[src/rtl/trip_zone_pkg.sv]
package trip_zone_pkg;

  // Register indices; byte address is four times the index
  localparam logic [5:0] IDX_SOURCE_SELECT = 6'h24;
  localparam logic [5:0] IDX_OUTPUT_ACTION = 6'h28;
  localparam logic [5:0] IDX_INT_ENABLE = 6'h2A;
  localparam logic [5:0] IDX_STATUS_FLAGS = 6'h2B + 6'h01;
  localparam logic [5:0] IDX_FLAG_CLEAR = 6'h2E;

  // Source select layout
  localparam int SEL_CBC_LSB = 0;
  localparam int SEL_OST_LSB = 8;
  localparam int SEL_FIELD_W = 8;

  // Output action layout and codes
  localparam int ACT_A_LSB = 0;
  localparam int ACT_B_LSB = 2;
  localparam int ACT_W = 2;
  localparam logic [1:0] ACT_HIGH_Z = 2'h0;
  localparam logic [1:0] ACT_FORCE_HIGH = 2'h1;
  localparam logic [1:0] ACT_FORCE_LOW = 2'h2;
  localparam logic [1:0] ACT_NO_ACTION = 2'h3;

  // Flag, clear and enable layout
  localparam int FLG_INT = 0;
  localparam int FLG_CBC = 1;
  localparam int FLG_OST = 2;

  // Reset values
  localparam logic [15:0] RST_SOURCE_SELECT = 16'h0000;
  localparam logic [3:0] RST_OUTPUT_ACTION = 4'h0;
  localparam logic [2:1] RST_INT_ENABLE = 2'h0;

  // Bus geometry
  localparam int WB_ADR_W = 8;
  localparam int WB_DAT_W = 32;
  localparam int REG_W = 16;

endpackage

[src/rtl/trip_input_sync.sv]
module trip_input_sync
  import trip_zone_pkg::*;
#(
  parameter int WIDTH = 6
)
(
  // Clock and reset
  input wire logic sys_clk_i,
  input wire logic rst_n_i,
  // Asynchronous pins and their synchronised copy
  input wire logic [WIDTH-1:0] pin_i,
  output logic [WIDTH-1:0] sync_o
);

  typedef struct packed
  {
    logic [WIDTH-1:0] meta;
    logic [WIDTH-1:0] stable;
  } sync_state_type;

  if (WIDTH < 1)
  begin : g_bad_width
    $error("WIDTH must be at least 1");
  end

  sync_state_type s;
  sync_state_type next_s;

  always_comb
  begin
    next_s.meta = pin_i;
    next_s.stable = s.meta;
  end

  // Fault pins idle high, so reset to the inactive level
  always_ff @(posedge sys_clk_i or negedge rst_n_i)
  begin
    if (!rst_n_i)
    begin
      s <= '1;
    end
    else
    begin
      s <= next_s;
    end
  end

  assign sync_o = s.stable;

endmodule

[src/rtl/pwm_trip_zone_control.sv]
// The register offsets and the Wishbone interface to the registers are this design's own decisions.
module pwm_trip_zone_control
  import trip_zone_pkg::*;
#(
  parameter int TRIP_INPUTS = 6
)
(
  // Clock and reset
  input wire logic sys_clk_i,
  input wire logic rst_n_i,
  // Wishbone slave
  input wire logic wb_cyc_i,
  input wire logic wb_stb_i,
  input wire logic wb_we_i,
  input wire logic [WB_ADR_W-1:0] wb_adr_i,
  input wire logic [3:0] wb_sel_i,
  input wire logic [WB_DAT_W-1:0] wb_dat_i,
  output logic [WB_DAT_W-1:0] wb_dat_o,
  output logic wb_ack_o,
  // Fault pins, active low
  input wire logic [TRIP_INPUTS-1:0] fault_trip_input_i,
  // Time base and action qualifier, same clock
  input wire logic ctr_zero_i,
  input wire logic pwm_a_i,
  input wire logic pwm_b_i,
  // Power stage pins
  output logic pwm_output_a_o,
  output logic pwm_output_a_oe_o,
  output logic pwm_output_b_o,
  output logic pwm_output_b_oe_o,
  // Interrupt
  output logic trip_interrupt_o,
  output logic trip_interrupt_pulse_o
);

  if (TRIP_INPUTS < 1 || TRIP_INPUTS > SEL_FIELD_W)
  begin : g_bad_inputs
    $error("TRIP_INPUTS must lie between 1 and 8");
  end

  localparam logic [SEL_FIELD_W-1:0] PIN_MASK =
    SEL_FIELD_W'((1 << TRIP_INPUTS) - 1);

  typedef struct packed
  {
    logic [REG_W-1:0] sel;
    logic [3:0] act;
    logic [2:1] ena;
    logic ost_flag;
    logic cbc_flag;
    logic int_flag;
    logic cbc_cond;
    logic irq_pulse;
    logic a_val;
    logic a_oe;
    logic b_val;
    logic b_oe;
    logic ack;
    logic [WB_DAT_W-1:0] rdata;
  } tz_state_type;

  tz_state_type s;
  tz_state_type next_s;

  logic [TRIP_INPUTS-1:0] trip_sync;
  logic [TRIP_INPUTS-1:0] trip_low;
  logic ost_hit;
  logic cbc_hit;
  logic access;
  logic wr;
  logic [2:0] clr;
  logic trig;
  logic tripped;

  function automatic logic reg_hit(input logic [WB_ADR_W-1:0] adr,
                                   input logic [5:0] idx);
    reg_hit = (adr[WB_ADR_W-1:2] == idx);
  endfunction

  // Returns {output enable, level} for one output
  function automatic logic [1:0] apply_action(input logic [1:0] code,
                                              input logic pwm,
                                              input logic trip);
    logic [1:0] r;
    r = {1'b1, pwm};
    if (trip)
    begin
      case (code)
        ACT_HIGH_Z: r = 2'b00;
        ACT_FORCE_HIGH: r = 2'b11;
        ACT_FORCE_LOW: r = 2'b10;
        default: r = {1'b1, pwm};
      endcase
    end
    apply_action = r;
  endfunction

  trip_input_sync #(
    .WIDTH(TRIP_INPUTS)
  ) u_sync (
    .sys_clk_i(sys_clk_i),
    .rst_n_i(rst_n_i),
    .pin_i(fault_trip_input_i),
    .sync_o(trip_sync)
  );

  assign trip_low = ~trip_sync;
  assign ost_hit = |(trip_low & s.sel[SEL_OST_LSB +: TRIP_INPUTS]);
  assign cbc_hit = |(trip_low & s.sel[SEL_CBC_LSB +: TRIP_INPUTS]);
  assign access = wb_cyc_i && wb_stb_i && !s.ack;
  assign wr = access && wb_we_i;
  assign clr = (wr && wb_sel_i[0] && reg_hit(wb_adr_i, IDX_FLAG_CLEAR)) ?
               wb_dat_i[2:0] : 3'h0;
  // Flags cleared by this very write must not keep the interrupt alive
  assign trig = (s.ost_flag && !clr[FLG_OST] && s.ena[FLG_OST])
             || (s.cbc_flag && !clr[FLG_CBC] && s.ena[FLG_CBC]);
  assign tripped = s.ost_flag || s.cbc_cond;

  always_comb
  begin
    next_s = s;
    next_s.ack = access;
    // Trip latches; a new trip wins over a clear
    next_s.ost_flag = ost_hit || (s.ost_flag && !clr[FLG_OST]);
    next_s.cbc_flag = cbc_hit || (s.cbc_flag && !clr[FLG_CBC]);
    if (cbc_hit)
    begin
      next_s.cbc_cond = 1'b1;
    end
    else if (ctr_zero_i)
    begin
      next_s.cbc_cond = 1'b0;
    end
    // Interrupt latch; clearing with an enabled trip flag still set re-fires
    next_s.int_flag = trig || (s.int_flag && !clr[FLG_INT]);
    next_s.irq_pulse = trig && (!s.int_flag || clr[FLG_INT]);
    {next_s.a_oe, next_s.a_val} =
      apply_action(s.act[ACT_A_LSB +: ACT_W], pwm_a_i, tripped);
    {next_s.b_oe, next_s.b_val} =
      apply_action(s.act[ACT_B_LSB +: ACT_W], pwm_b_i, tripped);
    if (wr)
    begin
      if (reg_hit(wb_adr_i, IDX_SOURCE_SELECT))
      begin
        if (wb_sel_i[0])
        begin
          next_s.sel[SEL_CBC_LSB +: SEL_FIELD_W] = wb_dat_i[7:0] & PIN_MASK;
        end
        if (wb_sel_i[1])
        begin
          next_s.sel[SEL_OST_LSB +: SEL_FIELD_W] = wb_dat_i[15:8] & PIN_MASK;
        end
      end
      if (reg_hit(wb_adr_i, IDX_OUTPUT_ACTION) && wb_sel_i[0])
      begin
        next_s.act = wb_dat_i[3:0];
      end
      if (reg_hit(wb_adr_i, IDX_INT_ENABLE) && wb_sel_i[0])
      begin
        next_s.ena = wb_dat_i[FLG_OST:FLG_CBC];
      end
    end
    next_s.rdata = '0;
    if (access && !wb_we_i)
    begin
      if (reg_hit(wb_adr_i, IDX_SOURCE_SELECT))
      begin
        next_s.rdata[REG_W-1:0] = s.sel;
      end
      else if (reg_hit(wb_adr_i, IDX_OUTPUT_ACTION))
      begin
        next_s.rdata[3:0] = s.act;
      end
      else if (reg_hit(wb_adr_i, IDX_INT_ENABLE))
      begin
        next_s.rdata[FLG_OST:FLG_CBC] = s.ena;
      end
      else if (reg_hit(wb_adr_i, IDX_STATUS_FLAGS))
      begin
        next_s.rdata[FLG_OST] = s.ost_flag;
        next_s.rdata[FLG_CBC] = s.cbc_flag;
        next_s.rdata[FLG_INT] = s.int_flag;
      end
    end
  end

  always_ff @(posedge sys_clk_i or negedge rst_n_i)
  begin
    if (!rst_n_i)
    begin
      s <= '0;
      s.sel <= RST_SOURCE_SELECT;
      s.act <= RST_OUTPUT_ACTION;
      s.ena <= RST_INT_ENABLE;
    end
    else
    begin
      s <= next_s;
    end
  end

  assign wb_dat_o = s.rdata;
  assign wb_ack_o = s.ack;
  assign pwm_output_a_o = s.a_val;
  assign pwm_output_a_oe_o = s.a_oe;
  assign pwm_output_b_o = s.b_val;
  assign pwm_output_b_oe_o = s.b_oe;
  assign trip_interrupt_o = s.int_flag;
  assign trip_interrupt_pulse_o = s.irq_pulse;
endmodule

[config.mk]
export PLATFORM = sky130hd
export DESIGN_NAME = pwm_trip_zone_control
export DESIGN_NICKNAME = d
export VERILOG_FILES = /design/src/rtl/trip_zone_pkg.sv /design/src/rtl/trip_input_sync.sv /design/src/rtl/pwm_trip_zone_control.sv
export SDC_FILE = /design/constraint.sdc
export NUM_CORES = 1
export LEC_CHECK = 0
export ABC_AREA = 0
export BUFFER_PORTS_ARGS = -buffer_cell sky130_fd_sc_hd__buf_4
export CAP_MARGIN = 5
export CELL_PAD_IN_SITES_DETAIL_PLACEMENT = 1
export CELL_PAD_IN_SITES_GLOBAL_PLACEMENT = 1
export CORE_ASPECT_RATIO = 2
export CORE_MARGIN = 8
export CORE_UTILIZATION = 36
export CTS_CLUSTER_DIAMETER = 40
export DETAILED_ROUTE_END_ITERATION = 6
export GPL_TIMING_DRIVEN = 0
export PLACE_DENSITY_LB_ADDON = 0.1
export SLEW_MARGIN = 15
export SYNTH_ARGS = -nofsm -noshare
export SYNTH_HDL_FRONTEND = slang
export SYNTH_HIERARCHICAL = 1
export SYNTH_SLANG_ARGS = --single-unit
export TNS_END_PERCENT = 50
[constraint.sdc]
create_clock -name sys_clk_i -period 1.9 [get_ports sys_clk_i]
set_input_delay 0.19 -clock sys_clk_i [delete_from_list [all_inputs] [get_ports sys_clk_i]]
set_output_delay 0.19 -clock sys_clk_i [all_outputs]
set_load 0.05 [all_outputs]
-- Word level (Yosys, flattened, before mapping)
Index checks and enable logic that the tools add are counted.
- bits in writable memories: 0
- bits in latches: 0
- bits in read-only memories: 0
- logic and storage cells: 79
- memories: 0
- output and inout port bits: 39
- input bits: 58
- bits in registers: 56
- order comparisons: 0
- muxes and demuxes: 15
- multipliers: 0
- shift-type cells: 0
- equality and inequality tests: 9
- div/mod/pow operators: 0
- reductions and logical operators: 35
- add/subtract/negate cells: 0
- bitwise gates (word level): 3
- operator list (kind ; count):
    6-bit equality test, second input constant ; 5
    1-bit logical AND ; 14
    14-bit 2-to-1 mux ; 1
    6-bit AND ; 2
    2-bit one-hot mux with 3 select lines ; 2
    6-bit OR reduction ; 2
    10-bit 2-to-1 mux ; 1
    3-bit 2-to-1 mux ; 3
    1-bit zero test ; 6
    1-bit logical OR ; 6
    2-bit 2-to-1 mux ; 3
    6-bit NOT ; 1
    3-bit AND reduction ; 2
    2-bit by 1-bit equality test with 1-bit output, second input constant ; 2
    2-bit equality test, second input constant ; 2
    2-bit zero test ; 2
    1-bit 2-to-1 mux ; 4
    4-bit 2-to-1 mux ; 1
    2-bit AND reduction ; 2
    2-bit nonzero test ; 1

-- Longest topological paths before layout
Gate-level depths: netlist of run 1.
- depth after elaboration: 11
- gate-level depth with buffers: 6
- gate-level depth less buffers: 4

-- Hierarchy
Netlist of run 1, hierarchy kept.
- modules (own cells, without submodules) (module ; area an instance (µm²) ; times used ; cells an instance ; seq. area each (µm²)):
    pwm_trip_zone_control ; 2039.5 ; 1 ; 184 ; 1001.0
    trip_input_sync ; 315.3 ; 1 ; 12 ; 315.3

-- Least setup slack after synthesis of run 1
OpenSTA, ideal clock, no wires.
- kind: reg-to-reg
- from: register s, in the netlist wb_ack_o
- to: register s[42] (netlist name)
- arrival time: 1745 ps
- clock period less this slack: 1870 ps
- stages on the path, launching flop included: 5
- library setup time: 125 ps
- slack: 30 ps
- buffers on the path: 0
- required time: 1775 ps
- path through: dfrtp_1 -> nand3b_4 -> or2_2 -> nor3_1 -> mux2_2
- word-level cells in the longest chain between the ends: 4
- RTL lines (what ; line ; RTL):
    start: declaration ; pwm_trip_zone_control.sv:62 ; tz_state_type s;
    start signal: assignment ; pwm_trip_zone_control.sv:198 ; s <= next_s;
    1-bit zero test ; pwm_trip_zone_control.sv:110 ; assign access = wb_cyc_i && wb_stb_i && !s.ack;
    1-bit logical AND ; pwm_trip_zone_control.sv:110 ;
    1-bit logical AND ; pwm_trip_zone_control.sv:111 ; assign wr = access && wb_we_i;
    2-bit AND reduction (no line) ; n/a ;
Every way passes these cells.
A chain may end at the register's enable or synchronous reset.

-- Final worst setup path of run 1
- from: register s, in the netlist wb_ack_o
- to: register s[44] (netlist name)
The elaborated chain is that of the path after synthesis.

==> results of run 1 <==
[kinds of logic after synthesis]
group                  count (synthesis)  share of synthesized area
flip-flops                            52                     0.5590
AND/OR/NAND/NOR                       51                     0.1461
buffers and inverters                 49                     0.1307
AO/OA/AOI/OAI                         23                    0.06801
multiplexers                          20                    0.09458
other                                  1                   0.001593
[state kept, by name, indices dropped and copies added, names as in the netlist]
signal	cells
wb_ack_o	1
u_sync/next_s	6
pwm_output_b_oe_o	1
pwm_output_a_oe_o	1
pwm_output_b_o	1
wb_dat_o	12
pwm_output_a_o	1
trip_interrupt_o	1
s	21
u_sync/sync_o	6
trip_interrupt_pulse_o	1
[synth_stat cells, types with 2 or more instances]
cell | instances | area, um2
or3_1 | 4 | 25.02
inv_1 | 13 | 48.80
buf_4 | 33 | 247.7
mux2i_1 | 2 | 20.02
nor2_1 | 6 | 22.52
o22a_1 | 2 | 17.52
nand3_1 | 2 | 10.01
dfrtp_1 | 40 | 1001
nand2_1 | 10 | 37.54
nor4_1 | 5 | 31.28
o21ai_0 | 5 | 25.02
nand3b_1 | 2 | 15.01
a21oi_1 | 5 | 25.02
a32oi_1 | 2 | 17.52
dfstp_2 | 12 | 315.3
o22ai_1 | 4 | 25.02
nor3_1 | 6 | 30.03
clkbuf_1 | 3 | 11.26
nand2b_1 | 2 | 12.51
and2_1 | 3 | 18.77
mux2_2 | 18 | 202.7
nor3_4 | 2 | 32.53
[metal layers]
layer  vias to the layer above  global-route usage  part of all wire
met2                        41              0.2634              0.62
met5                         -                   0                 0
met4                         0             0.05344             0.017
met3                         6             0.03435             0.052
li1                        785                   -                 -
met1                       833              0.1091              0.31
[critical path: stages, from the launching register on]
cell and delay (ns):
dfrtp_1 0.38, nand3b_4 0.21, or2_2 0.34, nor3_2 0.37, mux2_2 0.39
[stage by stage]
step,setup slack (ns),util
floorplan,0.03037,-
detailed placement,0.09262,0.4622
finish,0.09371,0.4959
global placement,0.1102,0.4622
CTS,0.08738,0.4959
global route,0.02979,0.4959
[worst max-delay path by stage]
stage	endpoint	depth (start not counted)
after detailed placement	s[44]	4
after floorplan	s[42]	4
after global routing	s[46]	4
after global placement	s[45]	4
final	s[44]	4
after CTS	s[44]	4
[area by class of cell]
cell class	count	area, um2
Inverter	13	48.80
Buffer	36	259.0
Clock inverter	2	13.76
Timing Repair Buffer	58	452.9
Tap cell	86	107.6
Clock buffer	6	128.9
Sequential cell	52	1316
Multi-Input combinational cell	114	802.0
Fill cell	716	3181
[power by group through the flow]
stage          clock network, W  logic [W]  registers (W)
3_5_place_dp                  0   0.000313        0.00119
6_report               0.000889   0.000326        0.00117
5_1_grt                0.000952   0.000350        0.00117
3_3_place_gp                  0   0.000311        0.00119
2_1_floorplan                 0   0.000179        0.00121
4_1_cts                0.000923   0.000326        0.00117
[repair_timing]
item                                   CTS  global route
hold buffers                             7             0
endpoints found under the hold margin   46             0
setup buffers                            0             0
==> impl_metrics.toml, run 1 <==
[clocking]
cts_resized = 0
clock_latency_ns = 0.29
cts_htree_levels = 2
clock_sinks = 52
cts_buffers = 5
cts-root-buf = "clkbuf_16"
clockBufferDepth = 2
cts_tree = "yes"
clkTransAtPathRegs_ns = 0.07

[pwr]
p_sw_frac = 0.2606
pwr-share-comb = 0.137
p_seq_frac = 0.490
power.density_nw_per_um2 = 761.7
p_int_w = 0.001762
vdd_drop_max_uv = 675.5
p_leak_nw = 1.565
power.total_w = 0.002383
p_sw_w = 0.0006211
power.clock.fraction = 0.373

[worst_hold_path]
min_to = "s[38]"
hold_path_depth = 2
hold_path.class = "in2reg"
min_from = "ctr_zero_i"

[route]
vias_per_cell = 4.537
vias = 1665
routed_wl_um = 5805
drc_errors = 0
dr.first_iter.drc_count = 38
dr.pass1.iters = 4
avgRoutedWirePerCell_um = 15.82
route.antenna.remaining_nets = 0

[setup_path]
crit_arrival_ns = 1.99
critPathLaunch = "wb_ack_o"
ff2ff_path_depth = 4
cp.required_ns = 2.08
r2r-end = "s[44]"
end_kind = "flop"
path_max_fanout = 6
ff2ff_setup_slack_ns = 0.09
worst_setup_path_start_kind = "flop"
crit_type = "reg2reg"
rr_startpoint = "wb_ack_o"

[synth]
synth_flop_cell = "dfrtp_1"
synth_warnings = 6
async_flop_share = 1.000
syn_area_um2 = 2355
synth_cells = 196
synthDistinctLibCells = 37
avgSynthCellArea_um2 = 12.01
ys_ff_latch = 52
synth-edff-count = 0
ys_seq_area_frac = 0.5590

[placed_design]
gp_congestion = 0.8527
placed_area_um2 = 2917
place.detailed.instances = 352
io_buffers = 51
detailed_place_hpwl_um = 4654

[global_route]
grt_pass1_vias = 1839
antenna_found_initial = 0
grt_overflow = 0
grt_pass1_wl_um = 9170
grtUsageTotal = 0.1292
grt_start_max_net_pins = 53

[run_status]
status = "completed"

[timing]
worstMarginPinSlew_ns = 0.6350
hold_ws_ns = 0.1067
skew_ns = 0.003781
period_share = 0.9507
grt_setup_unrepaired = "false"
maxSlewHeadroom = 0.5767
finalHoldViolCount = 0
totalNegativeSetupSlack_ns = 0
max_freq_ghz = 0.5536
finalSetupViolations = 0
slew_viol_final = 0
finalCriticalPeriod_ns = 1.806

[floorplanning]
initial_core_util = 0.3732
core_um2 = 6310
ios = 97
num_rows = 41
die_x_um = 73.19
die_y_um = 130.4
die_area_um2 = 9542

[cells_and_area]
finalNonFillerCells = 367
antenna_cells = 0
final_common_cell = "buf_4"
drive_gt1_frac = 0.4698
final_area_um2 = 3129
area_growth_syn_to_layout_pct = 32.89
layout_common_cells = "84 x buf_4, 40 x dfrtp_1, 20 x conb_1, 18 x mux2_2, 13 x inv_1"
nets = 338

[run]
drv_cap = 0
Power figures use the tool's default switching activity.
==> run 2: changes to the inputs <==
Settings changed: MAX_ROUTING_LAYER from default to met4.
==> impl_metrics.toml, run 2 (same netlist as run 1, synthesis figures left out) <==
[floorplanning]
die_x_um = 73.19
die_area_um2 = 9542
initial_core_util = 0.3732
num_rows = 41
ios = 97
core_um2 = 6310
die_y_um = 130.4

[route]
dr.first_iter.drc_count = 37
route.antenna.remaining_nets = 0
drc_errors = 0
met2WireLength_um = 3634
dr.pass1.iters = 4
vias_per_cell = 4.515
route.met3.wl_um = 273
avgRoutedWirePerCell_um = 15.81
routed_wl_um = 5804
top_layer_used = "met4"
vias = 1657
wl_met1_um = 1798

[setup_path]
end_kind = "flop"
critPathLaunch = "wb_ack_o"
crit_buf_inv = 0
max_stage_delay_ns = 0.39
rr_startpoint = "wb_ack_o"
crit_family = "simple AND/OR/NAND/NOR gates"
path_max_fanout = 6
crit_type = "reg2reg"
slowest_stage = "mux2_2"
cp_cell_sequence = "nand3b_4, or2_2, nor3_2, mux2_2"
cp.required_ns = 2.08
worst_setup_path_start_kind = "flop"
crit_arrival_ns = 1.98

[placed_design]
gp_congestion = 0.8663
place.detailed.instances = 352
io_buffers = 51
detailed_place_hpwl_um = 4654

[cells_and_area]
top_register = "s"
final_common_cell = "buf_4"
fill_cells = 716
nets = 338
final_core_util = 0.4959
multi_input_area_um2 = 802.0
seq_area_um2 = 1316
layout_common_cells = "84 x buf_4, 40 x dfrtp_1, 20 x conb_1, 18 x mux2_2, 13 x inv_1"
drive_gt1_frac = 0.4698
area_growth_syn_to_layout_pct = 32.89
finalNonFillerCells = 367
antenna_cells = 0
largest_register_ffs = 21

[run]
drv_cap = 0

[clocking]
cts_htree_levels = 2
clkTransAtPathRegs_ns = 0.07
clock_sinks = 52
cts_tree = "yes"
post_cts_buffers = 0
cts_resized = 0
clock_latency_ns = 0.29
cts_hold_buf = 7
cts_buffers = 5
clockBufferDepth = 2
cts-root-buf = "clkbuf_16"

[timing]
max_freq_ghz = 0.5554
finalCriticalPeriod_ns = 1.800
finalSetupViolations = 0
totalNegativeSetupSlack_ns = 0
grt_setup_unrepaired = "false"
maxSlewHeadroom = 0.5739
skew_ns = 0.005222
worstMarginPinSlew_ns = 0.6392
slew_viol_final = 0
finalHoldViolCount = 0
period_share = 0.9476

[pwr]
power.density_nw_per_um2 = 762.0
p_sw_w = 0.0006222
vdd_drop_max_uv = 672.8
p_seq_frac = 0.490
p_leak_nw = 1.565
pwr-share-comb = 0.136
p_sw_frac = 0.2609
p_int_w = 0.001762
power.total_w = 0.002384
power.clock.fraction = 0.373

[global_route]
grt_start_max_net_pins = 53
antenna_found_initial = 0
grtUsageTotal = 0.1328
grt_pass1_wl_um = 9163
grt_overflow = 0
grt_pass1_vias = 1845

[worst_hold_path]
min_from = "pwm_a_i"
hold_path.class = "in2reg"

[run_status]
status = "completed"
[run 2: path summary, 6_finish.rpt]
check | end | slack (ns) | depth (start not counted)
worst min register to register | u_sync/sync_o[4] | 0.36 | 0
worst max register to register | s[44] | 0.1 | 4
worst max-delay path | s[44] | 0.1 | 4
max in group asynchronous | s[38] | 1.01 | 2
worst min-delay path | pwm_output_a_o | 0.11 | 2
min in group asynchronous | wb_ack_o | 0.46 | 2
[run 2: layout make-up]
cell class / instances / share of cell area
well taps: 86 / 0.03439
clock inverters: 2 / 0.004398
clock buffers: 6 / 0.04118
repair buffers: 58 / 0.1447
inverters: 13 / 0.01559
plain buffers: 36 / 0.08277
multi-input cells: 114 / 0.2563
flip-flops and latches: 52 / 0.4206
[run 2: layer usage]
metal  GRT usage  up-vias
met5           -        -
met4     0.05344        0
met3     0.03206        6
met2      0.2634       39
met1      0.1105      826
li1            -      786
[run 2: worst reg2reg max path, cell delays in order (launching register included)]
cell	delay [ns]
dfrtp_1	0.38
nand3b_4	0.21
or2_2	0.34
nor3_2	0.37
mux2_2	0.39
[run 2: power by group through the flow]
stage / Clock, W / Sequential, W / Combinational (W)
floorplan: 0 / 0.00121 / 0.000179
global placement: 0 / 0.00119 / 0.000311
detailed placement: 0 / 0.00119 / 0.000313
CTS: 0.000923 / 0.00117 / 0.000326
global route: 0.000952 / 0.00117 / 0.000350
finish: 0.000891 / 0.00117 / 0.000325
[run 2: stage by stage]
step / hold WS (ns) / instance area, um2 / worst slack, ns
CTS: 0.1004 / 3129 / 0.08738
floorplan: -0.1056 / 2426 / 0.03037
global route: 0.1072 / 3129 / 0.02979
global placement: 0.2562 / 2917 / 0.1102
finish: 0.1094 / 3129 / 0.09952
detailed placement: 0.2592 / 2917 / 0.09262
==> run 3: changes to the inputs <==
Settings changed: CORE_UTILIZATION 36 to 33, PLACE_DENSITY from default to 0.73, PLACE_DENSITY_LB_ADDON 0.1 to default.
Clock period 1.9 ns to 1.5 ns, I/O delays scaled along.
==> impl_metrics.toml, run 3 (same netlist as run 1, synthesis figures left out) <==
[pwr]
power.total_w = 0.003029
p_sw_frac = 0.2628
vdd_drop_max_uv = 780.5
p_sw_w = 0.0007960
pwr-share-comb = 0.141
p_leak_nw = 1.620
power.clock.fraction = 0.370
p_seq_frac = 0.489
power.density_nw_per_um2 = 929.3
p_int_w = 0.002233

[clocking]
cts_buffers = 5
cts_tree = "yes"
clkTransAtPathRegs_ns = 0.07
cts_htree_levels = 2
clock_latency_ns = 0.29
cts-root-buf = "clkbuf_16"
clockBufferDepth = 2
clock_sinks = 52

[timing]
slew_viol_final = 0
finalSetupViolations = 13
finalHoldViolCount = 0
max_freq_ghz = 0.6283
hold_ws_ns = 0.03711
skew_ns = 0.01037
grt_setup_unrepaired = "true"
worstMarginPinSlew_ns = 0.6549
period_share = 1.061
worst_slack_ns = -0.09151
maxSlewHeadroom = 0.5634
finalCriticalPeriod_ns = 1.592

[global_route]
grt_pass1_vias = 1883
antenna_found_initial = 0
grtUsageTotal = 0.1275
grt_overflow = 0
grt_start_max_net_pins = 53
grt_pass1_wl_um = 9321

[route]
top_layer_used = "met4"
routed_wl_um = 6012
wl_met1_um = 1873
dr.first_iter.drc_count = 33
vias = 1692
drc_errors = 0
vias_per_cell = 4.512
route.antenna.remaining_nets = 0
dr.pass1.iters = 4
met2WireLength_um = 3559
route.met3.wl_um = 350
avgRoutedWirePerCell_um = 16.03

[floorplanning]
die_x_um = 75.73
core_um2 = 6940
initial_core_util = 0.3393
ios = 97
num_rows = 43
die_y_um = 135.5
die_area_um2 = 10260

[setup_path]
cp_cell_sequence = "nand3b_4, or3_4, a211oi_2, a21bo_2"
worst_setup_path_start_kind = "flop"
cp.required_ns = 1.69
max_stage_delay_ns = 0.43
slowest_stage = "or3_4"
end_kind = "flop"
crit_type = "reg2reg"
crit_arrival_ns = 1.78
path_max_fanout = 5

[cells_and_area]
final_common_cell = "buf_4"
layout_common_cells = "86 x buf_4, 39 x dfrtp_1, 20 x conb_1, 13 x inv_1"
top_register = "s"
fill_cells = 762
area_growth_syn_to_layout_pct = 38.42
antenna_cells = 0
drive_gt1_frac = 0.5053
nets = 342
final_area_um2 = 3259
largest_register_ffs = 21

[run_status]
status = "complete, but fails checks"
violations = "setup timing"

[placed_design]
placed_area_um2 = 2960
gp_congestion = 0.8040
io_buffers = 51
detailed_place_hpwl_um = 4778

[run]
drv_cap = 0

[worst_hold_path]
hold_path.class = "in2reg"
-- run 3: cell count changes in the layout (fill, tap and decap cells not counted), moves of 2 or more --
| cell | change |
|---|---|
| nor3_4 | +2 |
| nor3_1 | -2 |
| mux2_4 | +6 |
| clkbuf_1 | -2 |
| or3_4 | +2 |
| buf_4 | +2 |
| mux2_2 | -6 |
| or3_1 | -2 |
-- run 3: area by class of cell --
cell class | instances | area [um2] | area share
flip-flops and latches | 52 | 1318 | 0.4042
clock buffers | 5 | 125.1 | 0.03839
plain buffers | 36 | 260.3 | 0.07985
repair buffers | 62 | 499.2 | 0.1532
well taps | 90 | 112.6 | 0.03455
inverters | 13 | 48.80 | 0.01497
multi-input cells | 114 | 877.1 | 0.2691
clock inverters | 3 | 18.77 | 0.005758
-- run 3: worst max-delay path: cells and delay by family, from the launching register on --
| family | cells | cell delay [ns] |
|---|---|---|
| DFF | 1 | 0.40 |
| and+or+nand+nor | 2 | 0.61 |
| AOI/OAI and AO/OA | 2 | 0.48 |
-- run 3: power groups by stage --
| stage | Combinational [W] | Clock [W] | Sequential (W) |
|---|---|---|---|
| after global placement | 0.000399 | 0 | 0.00150 |
| after floorplan | 0.000232 | 0 | 0.00153 |
| after global routing | 0.000458 | 0.00121 | 0.00148 |
| final | 0.000427 | 0.00112 | 0.00148 |
| after CTS | 0.000428 | 0.00115 | 0.00148 |
| after detailed placement | 0.000406 | 0 | 0.00151 |
-- run 3: path summary, 6_finish.rpt --
kind | from | endpoint | slack, ns | cells after the start
worst max-delay path | wb_ack_o | trip_interrupt_o | -0.09 | 4
worst min-delay path | ctr_zero_i | s[38] | 0.04 | 2
worst max register to register | wb_ack_o | trip_interrupt_o | -0.09 | 4
worst min register to register | u_sync/next_s[3] | u_sync/sync_o[3] | 0.35 | 0
max in group asynchronous | rst_n_i | wb_ack_o | 0.62 | 2
min in group asynchronous | rst_n_i | wb_dat_o[2] | 0.43 | 2
-- run 3: per-layer routing --
| metal | GRT usage | up-vias |
|---|---|---|
| li1 | - | 795 |
| met1 | 0.1061 | 831 |
| met2 | 0.2431 | 53 |
| met3 | 0.02745 | 13 |
| met4 | 0.06573 | 0 |
| met5 | - | - |
-- run 3: what timing repair did --
action | in CTS | in global routing
resized for setup | 6 | 3
pin swaps | 3 | 5
buffers inserted | 3 | 1
hold endpoints to repair | 46 | 0
hold buffers | 7 | 0
endpoints found under the setup margin | 19 | 23
-- run 3: through the flow --
stage | setup WS [ns] | util | cells | setup TNS [ns]
final | -0.09151 | 0.4696 | 375 | -0.5076
after global placement | -0.2033 | 0.4265 | 356 | -3.153
after detailed placement | -0.2511 | 0.4265 | 356 | -3.888
after CTS | -0.1238 | 0.4649 | 374 | -1.177
after global routing | -0.1373 | 0.4696 | 375 | -1.406
after floorplan | -0.1777 | - | 215 | -1.181
